`src/verilog/brk_cycle_pkg.sv`:
```
// Package: register map, field layout and bus-cycle types of the block
package brk_cycle_pkg;

    // ------------------------------------------------------------------
    // Register byte offsets on APB
    // ------------------------------------------------------------------
    localparam logic [7:0] OFS_CHAN_A_ADDR_MASK   = 8'h00;
    localparam logic [7:0] OFS_CHAN_B_ADDR_MASK   = 8'h04;
    localparam logic [7:0] OFS_CHAN_A_CYCLE_COND  = 8'h08;
    localparam logic [7:0] OFS_CHAN_B_CYCLE_COND  = 8'h0C;
    localparam logic [7:0] OFS_CHAN_B_CMP_DATA    = 8'h10;
    localparam logic [7:0] OFS_CHAN_B_CMP_MASK    = 8'h14;
    localparam logic [7:0] OFS_BREAK_CONTROL      = 8'h18;
    localparam logic [7:0] OFS_MATCH_STATUS       = 8'h1C;

    // ------------------------------------------------------------------
    // Field positions and reset values
    // ------------------------------------------------------------------
    localparam int CC_TYPE_HI      = 5;
    localparam int CC_TYPE_LO      = 4;
    localparam int CC_DIR_HI       = 3;
    localparam int CC_DIR_LO       = 2;
    localparam int CC_SIZE_HI      = 1;
    localparam int CC_SIZE_LO      = 0;
    localparam int CC_WIDTH        = 6;
    localparam int AM_WIDTH        = 3;
    localparam int AM_ASID_BIT     = 2;
    localparam int BC_DATA_EN_BIT  = 7;
    localparam int BC_WIDTH        = 16;
    localparam logic [15:0] CYCLE_COND_RESET = 16'h0000;
    localparam logic [15:0] BREAK_CTRL_RESET = 16'h0000;
    localparam logic [31:0] READ_ZERO        = 32'h0000_0000;

    // Field encodings
    localparam logic [1:0] SEL_NONE  = 2'h0;
    localparam logic [1:0] SEL_FIRST = 2'h1;
    localparam logic [1:0] SEL_SECND = 2'h2;
    localparam logic [1:0] SEL_BOTH  = 2'h3;
    localparam logic [1:0] SIZE_ANY  = 2'h0;
    localparam logic [1:0] SIZE_BYTE = 2'h1;
    localparam logic [1:0] SIZE_WORD = 2'h2;
    localparam logic [1:0] SIZE_LONG = 2'h3;

    // ------------------------------------------------------------------
    // Carriers
    // ------------------------------------------------------------------
    typedef struct packed {
        logic        valid;
        logic        is_fetch;
        logic        is_write;
        logic [1:0]  size;
        logic [31:0] data;
    } bus_cycle_t;

    typedef struct packed {
        logic [1:0] cycle_type_sel;
        logic [1:0] direction_sel;
        logic [1:0] size_sel;
    } cycle_cond_t;

endpackage

```
`src/verilog/break_bus_cycle_data_match.sv`:
```
// Bus-cycle comparison for two breakpoint channels, data comparison for channel B only, APB slave
//
// Design decisions made here: register access over APB and the address map.
`timescale 1ns/1ps
`default_nettype none

module break_bus_cycle_data_match
(
    // Clock and reset
    input  wire logic                     clock_in,
    input  wire logic                     sys_rst_in,
    // APB slave
    input  wire logic                     psel_in,
    input  wire logic                     penable_in,
    input  wire logic                     pwrite_in,
    input  wire logic [7:0]               paddr_in,
    input  wire logic [31:0]              pwdata_in,
    output logic      [31:0]              prdata_out,
    output logic                          pready_out,
    output logic                          pslverr_out,
    // Processor bus cycle
    input  wire brk_cycle_pkg::bus_cycle_t cycle_in,
    // Match results and settings for the address/trap logic
    output logic                          match_a_out,
    output logic                          match_b_out,
    output logic      [2:0]               chan_a_addr_mask_out,
    output logic      [2:0]               chan_b_addr_mask_out
);
    import brk_cycle_pkg::*;

    // ------------------------------------------------------------------
    // Registers
    // ------------------------------------------------------------------
    cycle_cond_t        cond_r [2];
    logic [AM_WIDTH-1:0] amask_r [2];
    logic [31:0]        cmp_data_r;
    logic [31:0]        cmp_mask_r;
    logic               data_en_r;
    logic               match_a_r;
    logic               match_b_r;
    logic [31:0]        rdata_nxt;
    logic               addr_ok;
    logic               wr_en;
    logic               rd_en;

    // Access phase of APB, answered with zero wait states
    assign wr_en = psel_in && penable_in && pwrite_in;
    assign rd_en = psel_in && penable_in && !pwrite_in;

    // Decode used for the error answer only; read data decodes in its own case
    function automatic logic mapped(input logic [7:0] a);
        mapped = (a == OFS_CHAN_A_ADDR_MASK) || (a == OFS_CHAN_B_ADDR_MASK)
              || (a == OFS_CHAN_A_CYCLE_COND) || (a == OFS_CHAN_B_CYCLE_COND)
              || (a == OFS_CHAN_B_CMP_DATA)  || (a == OFS_CHAN_B_CMP_MASK)
              || (a == OFS_BREAK_CONTROL)    || (a == OFS_MATCH_STATUS);
    endfunction

    assign addr_ok = mapped(paddr_in);

    // Cycle condition registers, one per channel
    always_ff @(posedge clock_in or posedge sys_rst_in)
    begin
        if (sys_rst_in)
        begin
            cond_r[0] <= cycle_cond_t'(CYCLE_COND_RESET[CC_WIDTH-1:0]);
            cond_r[1] <= cycle_cond_t'(CYCLE_COND_RESET[CC_WIDTH-1:0]);
        end
        else if (wr_en && paddr_in == OFS_CHAN_A_CYCLE_COND)
            cond_r[0] <= cycle_cond_t'(pwdata_in[CC_WIDTH-1:0]);
        else if (wr_en && paddr_in == OFS_CHAN_B_CYCLE_COND)
            cond_r[1] <= cycle_cond_t'(pwdata_in[CC_WIDTH-1:0]);
    end

    // Address masks, data registers: no reset, contents kept over reset
    always_ff @(posedge clock_in)
    begin
        if (wr_en && paddr_in == OFS_CHAN_A_ADDR_MASK)
            amask_r[0] <= pwdata_in[AM_WIDTH-1:0];
        if (wr_en && paddr_in == OFS_CHAN_B_ADDR_MASK)
            amask_r[1] <= pwdata_in[AM_WIDTH-1:0];
        if (wr_en && paddr_in == OFS_CHAN_B_CMP_DATA)
            cmp_data_r <= pwdata_in;
        if (wr_en && paddr_in == OFS_CHAN_B_CMP_MASK)
            cmp_mask_r <= pwdata_in;
    end

    // Data-compare enable in the control word
    always_ff @(posedge clock_in or posedge sys_rst_in)
    begin
        if (sys_rst_in)
            data_en_r <= BREAK_CTRL_RESET[BC_DATA_EN_BIT];
        else if (wr_en && paddr_in == OFS_BREAK_CONTROL)
            data_en_r <= pwdata_in[BC_DATA_EN_BIT];
    end

    // ------------------------------------------------------------------
    // Comparison
    // ------------------------------------------------------------------
    // Two-bit selects: bit 0 picks the first kind, bit 1 the second
    function automatic logic sel_hit(input logic [1:0] sel,
                                     input logic       second);
        sel_hit = second ? sel[1] : sel[0];
    endfunction

    function automatic logic cond_hit(input cycle_cond_t c,
                                      input bus_cycle_t  b);
        logic t_ok;
        logic d_ok;
        logic s_ok;
        t_ok = sel_hit(c.cycle_type_sel, !b.is_fetch);
        d_ok = sel_hit(c.direction_sel, b.is_write);
        s_ok = (c.size_sel == SIZE_ANY) || (c.size_sel == b.size);
        // A zero type or direction field never hits
        cond_hit = b.valid && t_ok && d_ok && s_ok;
    endfunction

    // Masked data compare; upper half dropped for byte and word sizes
    function automatic logic data_hit(input logic [31:0] d,
                                      input logic [31:0] ref_v,
                                      input logic [31:0] msk,
                                      input logic [1:0]  sz);
        logic [31:0] care;
        care = ~msk;
        if (sz == SIZE_BYTE || sz == SIZE_WORD)
            care[31:16] = 16'h0000;
        data_hit = ((d ^ ref_v) & care) == 32'h0000_0000;
    endfunction

    logic hit_a;
    logic hit_b;
    logic use_data;
    // Size used for the data lanes is the programmed one, else the cycle's
    logic [1:0] data_size;

    assign hit_a     = cond_hit(cond_r[0], cycle_in);
    assign use_data  = data_en_r && !cycle_in.is_fetch;
    assign data_size = (cond_r[1].size_sel == SIZE_ANY) ? cycle_in.size
                                                        : cond_r[1].size_sel;
    assign hit_b     = cond_hit(cond_r[1], cycle_in)
                    && (!use_data
                        || data_hit(cycle_in.data, cmp_data_r,
                                    cmp_mask_r, data_size));

    // Match outputs are registered: one cycle after the bus cycle
    always_ff @(posedge clock_in or posedge sys_rst_in)
    begin
        if (sys_rst_in)
        begin
            match_a_r <= 1'b0;
            match_b_r <= 1'b0;
        end
        else
        begin
            match_a_r <= hit_a;
            match_b_r <= hit_b;
        end
    end

    assign match_a_out = match_a_r;
    assign match_b_out = match_b_r;

    // ------------------------------------------------------------------
    // Read data and answer
    // ------------------------------------------------------------------
    always_comb
    begin
        rdata_nxt = READ_ZERO;
        case (paddr_in)
            OFS_CHAN_A_ADDR_MASK:  rdata_nxt[AM_WIDTH-1:0] = amask_r[0];
            OFS_CHAN_B_ADDR_MASK:  rdata_nxt[AM_WIDTH-1:0] = amask_r[1];
            OFS_CHAN_A_CYCLE_COND: rdata_nxt[CC_WIDTH-1:0] = cond_r[0];
            OFS_CHAN_B_CYCLE_COND: rdata_nxt[CC_WIDTH-1:0] = cond_r[1];
            OFS_CHAN_B_CMP_DATA:   rdata_nxt = cmp_data_r;
            OFS_CHAN_B_CMP_MASK:   rdata_nxt = cmp_mask_r;
            OFS_BREAK_CONTROL:     rdata_nxt[BC_DATA_EN_BIT] = data_en_r;
            OFS_MATCH_STATUS:      rdata_nxt[1:0] = {match_b_r, match_a_r};
            default:               rdata_nxt = READ_ZERO;
        endcase
    end

    // Answer registered in setup so it stands throughout the access phase
    always_ff @(posedge clock_in or posedge sys_rst_in)
    begin
        if (sys_rst_in)
        begin
            prdata_out  <= READ_ZERO;
            pslverr_out <= 1'b0;
        end
        else if (psel_in && !penable_in)
        begin
            prdata_out  <= pwrite_in ? READ_ZERO : rdata_nxt;
            pslverr_out <= !addr_ok;
        end
    end

    // Ready high in every access phase: one setup plus one access cycle
    always_ff @(posedge clock_in or posedge sys_rst_in)
    begin
        if (sys_rst_in)
            pready_out <= 1'b0;
        else
            pready_out <= psel_in && !penable_in;
    end

    // Mask settings forwarded to the address comparator
    always_ff @(posedge clock_in)
    begin
        chan_a_addr_mask_out <= amask_r[0];
        chan_b_addr_mask_out <= amask_r[1];
    end
endmodule

`default_nettype wire

```
`config.mk`:
```
export PLATFORM = sky130hd
export DESIGN_NAME = break_bus_cycle_data_match
export DESIGN_NICKNAME = d
export VERILOG_FILES = /design/src/verilog/brk_cycle_pkg.sv /design/src/verilog/break_bus_cycle_data_match.sv
export SDC_FILE = /design/constraint.sdc
export NUM_CORES = 1
export LEC_CHECK = 0
export BUFFER_PORTS_ARGS = -buffer_cell sky130_fd_sc_hd__buf_2
export CAP_MARGIN = 30
export CORE_ASPECT_RATIO = 0.75
export CORE_MARGIN = 10
export CORE_UTILIZATION = 44
export DETAILED_ROUTE_END_ITERATION = 7
export GPL_TIMING_DRIVEN = 1
export PLACE_DENSITY = 0.68
export RECOVER_POWER = 100
export SLEW_MARGIN = 10
export SYNTH_ARGS = -nofsm -noshare
export SYNTH_HDL_FRONTEND = slang
export SYNTH_SLANG_ARGS = --single-unit
```
`constraint.sdc`:
```
create_clock -name clock_in -period 1.88 [get_ports clock_in]
set_input_delay 0.188 -clock clock_in [delete_from_list [all_inputs] [get_ports clock_in]]
set_output_delay 0.188 -clock clock_in [all_outputs]
set_load 0.005 [all_outputs]
```
==> impl_metrics.ini, run 1 <==
[status]
status = complete, no violations

[synth]
syn-cell-area_mm2 = 0.00520
yosysTopAreaCell = edfxtp_1
synth_commonest_cells = edfxtp_1, dfrtp_1, nand2_1, xnor2_1, a22oi_1
synth-xor-area-share = 0.0573
synth_compound_area_frac = 0.122
synth_mux_area_frac = 0.0530
avgSynthCellArea_um2 = 13.9
ys_types = 43
ys_ff_latch = 125
synthMostInstantiatedCell = edfxtp_1
yosysTopAreaCellShare = 0.404
synthFlopType = edfxtp_1
synth_nets = 457
ys_async_sr_fraction = 0.392
synthSimpleGateAreaFrac = 0.0778
seq_area_frac_synth = 0.663
synth_top_family_by_area = compound AO/OA/AOI/OAI gates
synthTopCellsByArea = edfxtp_1, dfrtp_1, xnor2_1
synthAdderAreaFrac = 0
synth_edf_count = 70
syn_inst = 375
ys_warn_count = 0

[route]
wirelength_mm = 14.0
ant_nets = 0
vias = 3806
firstDrtPassIters = 4
vias_per_cell = 5.24
wl_per_cell_um = 19.3
drc = 0
drtIter0Drc = 300

[clock_network]
clk_path_buf_depth = 2
post-cts-setup-buffer-count = 0
cts_buffers = 17
tritoncts = done
cts_root_buf = clkbuf_16
htree_levels = 4
ctsResizeCount = 0
clk_pin_slew_ps = 60
clock_latency_ps = 410
clock-sinks = 125

[cells_and_area]
syn2layout_area_growth_pct = 32.2
antenna_cells = 0
nNetsFinal = 633
drive_gt1_frac = 0.225
nFillCells = 989

[timing]
max_freq_mhz = 589
period_needed_ps = 1700
final_max_slew_viol_count = 0
finalSetupViolCount = 0
slew_headroom = 0.457
worst_slack_ps = 183
period_share = 0.903
fin_skew_ps = 9.58
tightest_slew_ps = 815
rsz0062_at_grt = false
final_hold_viol_count = 0

[pwr]
clkPwrFrac = 0.502
seqPwrFrac = 0.445
pwr-share-comb = 0.053
p_sw_frac = 0.213
power_uw = 6550
power_density_mw_per_mm2 = 953
internal_power_uw = 5160
ir_drop_mv = 0.574
cellLeakagePower_uw = 0.00261
p_switching_uw = 1400

[floorplan]
coreArea_mm2 = 0.0116
initial_core_util = 0.449
ioPinCount = 124
chipWidth_um = 146
die_y_um = 114
rows = 34
die-area_mm2 = 0.0166

[global_route]
overflow = 0
antenna_found_initial = 0
grt_pass1_vias = 4212
globalRouteTotalUtil = 0.175
grt_max_degree = 36
grt_pass1_wl_mm = 22.8

[critical_path]
max_stage_delay_ps = 420
arrival_ps = 2020
crit_family = flip-flops
endpoint_kind = flip-flop
crit_chain = xnor2_1, o22ai_1, nor4_1, buf_4, a22oi_1, o21ai_0
critPathBufInv = 1
crit_path_start_kind = flip-flop
required_ps = 2200
cp_max_fo = 2
crit_type = flip-flop to flip-flop
cp_slowest_cell = edfxtp_1

[placement]
finalWeightedCongestion = 0.887
portBuffers = 123
dp.final_hpwl_mm = 10.2
place_ws_ps = 48.5

[min_path]
hold_path_class = input pin to flip-flop

[flow_run]
maxCapViolations = 0
-- placed cells by master, fill, tap and decap left out, types with 4 or more instances in the layout --
cell type / synthesis / routed
clkbuf_1: 8 / 71
edfxtp_1: 70 / 70
buf_2: 4 / 56
dfrtp_1: 49 / 49
nand2_1: 33 / 35
xnor2_1: 33 / 33
o21ai_0: 13 / 29
dlygate4sd3_1: 0 / 29
a22oi_1: 28 / 28
o22ai_1: 17 / 17
clkbuf_16: 0 / 17
mux2_2: 16 / 16
buf_4: 0 / 10
nor2_1: 8 / 8
inv_1: 6 / 6
dfxtp_1: 6 / 6
nor4_1: 5 / 5
nand3_1: 5 / 5
mux2i_1: 5 / 5
a22o_1: 5 / 5
o21ai_1: 20 / 4
clkinv_2: 0 / 4
clkbuf_2: 0 / 4
-- sequential cells by signal, summed over array words and instances (netlist names) --
register	flops
pready_out	1
cond_r	12
cmp_mask_r	32
data_en_r	1
chan_a_addr_mask_out	3
chan_b_addr_mask_out	3
match_b_out	1
prdata_out	32
cmp_data_r	32
match_a_out	1
pslverr_out	1
amask_r	6
-- cell type report --
cell class	instances	area, µm²	share of cell area
inverter	6	22.5	0.00328
tap	162	203	0.0295
clock buffer	17	425	0.0619
timing repair buffer	174	1000	0.145
sequential	125	3450	0.502
clock inverter	15	171	0.0249
multi-input combinational	227	1600	0.233
-- worst reg2reg max path, delay by kind of cell, from the launching register on --
family	cells	cell delay (ps)
xor gates and xnor gates	1	180
DFF	1	420
AOI/OAI and AO/OA	3	400
and+or+nand+nor	1	420
buffers and inverters	1	190
-- timing repair --
item,in CTS,in global routing
endpoints found under the hold margin,73,0
hold buffers,29,0
setup endpoints to repair,0,0
-- final timing paths --
path	startpoint	endpoint	slack [ps]	cells past startpoint
min in group asynchronous	sys_rst_in	match_b_out$_DFF_PP0_	470	3
max reg2reg	cmp_data_r[25]$_DFFE_PP_	match_b_out$_DFF_PP0_	180	6
max	cmp_data_r[25]$_DFFE_PP_	match_b_out$_DFF_PP0_	180	6
max in group asynchronous	sys_rst_in	prdata_out[4]$_DFFE_PP0P_	370	4
min	cycle_in[36]	match_a_out$_DFF_PP0_	60	3
min reg2reg	amask_r[0][4]$_DFFE_PP_	chan_b_addr_mask_out[1]$_DFF_P_	370	0
-- power groups by stage --
stage	combinational, µW	sequential (µW)	clock [µW]
after detailed placement	323	2970	0
after global routing	382	2920	3460
after floorplan	142	2970	0
after global placement	316	2970	0
after CTS	370	2920	3320
final	347	2920	3290
-- cell families (layout without fill, tap and decap cells) --
group	Yosys count	count (layout)
xor+xnor	34	34
mux	23	23
compound gates	97	97
simple gates	73	73
buf+inv	23	212
flops	125	125
-- metal layers --
layer / up-vias / GRT usage / wire (µm)
li1: 1773 / - / -
met1: 1882 / 0.224 / 6300
met2: 144 / 0.280 / 6490
met3: 7 / 0.0600 / 1150
met4: 0 / 0.0484 / 65
met5: - / 0 / 0
-- metrics by stage --
stage          std cells  setup TNS, ps  utilization  instance area, µm²  hold slack (ps)
2_1_floorplan        375         -11840            -                5220              287
3_3_place_gp         665              0        0.531                6150              245
3_5_place_dp         665              0        0.531                6150              249
4_1_cts              726              0        0.608                7030             4.44
5_1_grt              726              0        0.594                6870             66.8
6_report             726              0        0.594                6870             55.9
Power figures use the tool's default switching activity.
==> run 2: changes to the inputs <==
--- a/config.mk
+++ b/config.mk
@@ -5,14 +5,15 @@
 export SDC_FILE = /design/constraint.sdc
 export NUM_CORES = 1
 export LEC_CHECK = 0
-export BUFFER_PORTS_ARGS = -buffer_cell sky130_fd_sc_hd__buf_2
 export CAP_MARGIN = 30
 export CORE_ASPECT_RATIO = 0.75
 export CORE_MARGIN = 10
 export CORE_UTILIZATION = 44
 export DETAILED_ROUTE_END_ITERATION = 7
+export DONT_BUFFER_PORTS = 1
 export GPL_TIMING_DRIVEN = 1
-export PLACE_DENSITY = 0.68
+export HOLD_SLACK_MARGIN = 0.15
+export PLACE_DENSITY = 0.66
 export RECOVER_POWER = 100
 export SLEW_MARGIN = 10
 export SYNTH_ARGS = -nofsm -noshare
==> impl_metrics.ini, run 2 (same netlist as run 1, synthesis figures left out) <==
[status]
status = complete, but fails checks
violations = capacitance limit, slew limit

[critical_path]
r2r_start = cond_r[0]$_DFFE_PP0P_
startpoint = cond_r[0]$_DFFE_PP0P_
cp_max_fo = 6
required_ps = 2160
crit_path_start_kind = flip-flop
arrival_ps = 2100
endpoint_kind = flip-flop
crit_type = flip-flop to flip-flop

[cells_and_area]
drive_gt1_frac = 0.145
final_area_mm2 = 0.00642
syn2layout_area_growth_pct = 23.6
antenna_cells = 0
finalNonFillerCells = 616
nFillCells = 976
post-route-util = 0.555
reg.largest.list = cmp_data_r (32), cmp_mask_r (32), prdata_out (32)
layout_commonest_cell = edfxtp_1
mostFrequentLayoutCells = edfxtp_1, dfrtp_1, dlygate4sd3_1
nNetsFinal = 523

[clock_network]
cts_root_buf = clkbuf_16
htree_levels = 4
clk_pin_slew_ps = 50
clock-sinks = 125
tritoncts = done
cts_buffers = 17
clock_latency_ps = 410
clk_path_buf_depth = 2
post-cts-setup-buffer-count = 0

[placement]
portBuffers = 0
finalWeightedCongestion = 0.780
place_ws_ps = 180
place_inst = 537
place_area_mm2 = 0.00546
dp.final_hpwl_mm = 9.66

[pwr]
ir_drop_mv = 0.629
power_density_mw_per_mm2 = 981
cellLeakagePower_uw = 0.00232

[floorplan]
rows = 34
die_y_um = 114
chipWidth_um = 146
die-area_mm2 = 0.0166
initial_core_util = 0.449
ioPinCount = 124
coreArea_mm2 = 0.0116

[route]
ant_nets = 0
wl_per_cell_um = 21.9
firstDrtPassIters = 5
wirelength_mm = 13.5
vias = 3353
drtIter0Drc = 247
drc = 0
vias_per_cell = 5.44

[global_route]
antenna_found_initial = 0
grt_pass1_vias = 3544
overflow = 0
grt_pass1_wl_mm = 20.7
globalRouteTotalUtil = 0.163
grt_max_degree = 36

[timing]
worst_slack_ps = 60.9
slew_headroom = -0.107
finalSetupViolCount = 0
final_max_slew_viol_count = 36
max_freq_mhz = 550
final_hold_viol_count = 0
tns_ps = 0
period_share = 0.968
tightest_slew_ps = 1660
rsz0062_at_grt = false
fin_skew_ps = 7.23
period_needed_ps = 1820

[flow_run]
maxCapViolations = 1

[min_path]
hold_path_class = input pin to flip-flop
min-delay-start = paddr_in[2]
==> run 2: cell count changes in the layout (fill, tap and decap cells not counted), sizes merged <==
| cell | before | now |
|---|---|---|
| buf | 69 | 7 |
| bufinv | 3 | 2 |
| clkbuf | 93 | 31 |
| clkinv | 7 | 4 |
| clkinvlp | 3 | 5 |
| dlygate4sd3 | 29 | 47 |
| inv | 8 | 6 |
==> run 2: what timing repair did <==
item / in CTS / in global routing
resized for setup: 0 / 1
hold endpoints to repair: 144 / 0
hold buffers: 47 / 0
setup endpoints to repair: 0 / 1
==> run 2: critical path: stages (launching register included) <==
cell	delay (ps)
dfrtp_1	460
nand2b_1	170
a21boi_0	240
a211oi_2	80
o21ai_0	100
dlygate4sd3_1	570
o21ai_0	80
==> run 2: final cells by class <==
| cell class | count | area, µm² | area share |
|---|---|---|---|
| clock buffer | 21 | 450 | 0.0701 |
| clock inverter | 11 | 120 | 0.0187 |
| inverter | 6 | 22.5 | 0.00351 |
| multi-input combinational | 227 | 1610 | 0.250 |
| sequential | 125 | 3450 | 0.537 |
| tap | 162 | 203 | 0.0316 |
| timing repair buffer | 64 | 572 | 0.0890 |
==> run 2: final timing paths <==
kind,endpoint,slack [ps],depth (start not counted)
worst max register to register,match_b_out$_DFF_PP0_,60,6
worst min-delay path,prdata_out[3]$_DFFE_PP0P_,190,4
min in group asynchronous,cond_r[6]$_DFFE_PP0P_,390,2
worst max-delay path,match_b_out$_DFF_PP0_,60,6
worst min register to register,chan_b_addr_mask_out[1]$_DFF_P_,370,0
max in group asynchronous,prdata_out[16]$_DFFE_PP0P_,560,3
==> run 2: per-layer routing <==
layer	wire, µm	part of all wire	up-vias	global-route usage
met4	131	0.0097	0	0.0417
met1	5580	0.41	1664	0.194
met2	6310	0.47	122	0.259
li1	-	-	1552	-
met3	1460	0.11	15	0.0818
met5	0	0	-	0
==> run 2: where the power goes <==
part | internal [µW] | total, µW | leakage [µW] | switching, µW
Clock | 1980 | 3120 | 0.000263 | 1150
Sequential | 2910 | 2920 | 0.00135 | 9.89
Combinational | 130 | 256 | 0.000700 | 126
Total | 5020 | 6300 | 0.00232 | 1280
==> run 2: stage by stage <==
step           power (µW)  hold WS [ps]
2_1_floorplan        3110           287
3_3_place_gp         3140           118
3_5_place_dp         3140           122
4_1_cts              6360           158
5_1_grt              6520           202
6_report             6300           193
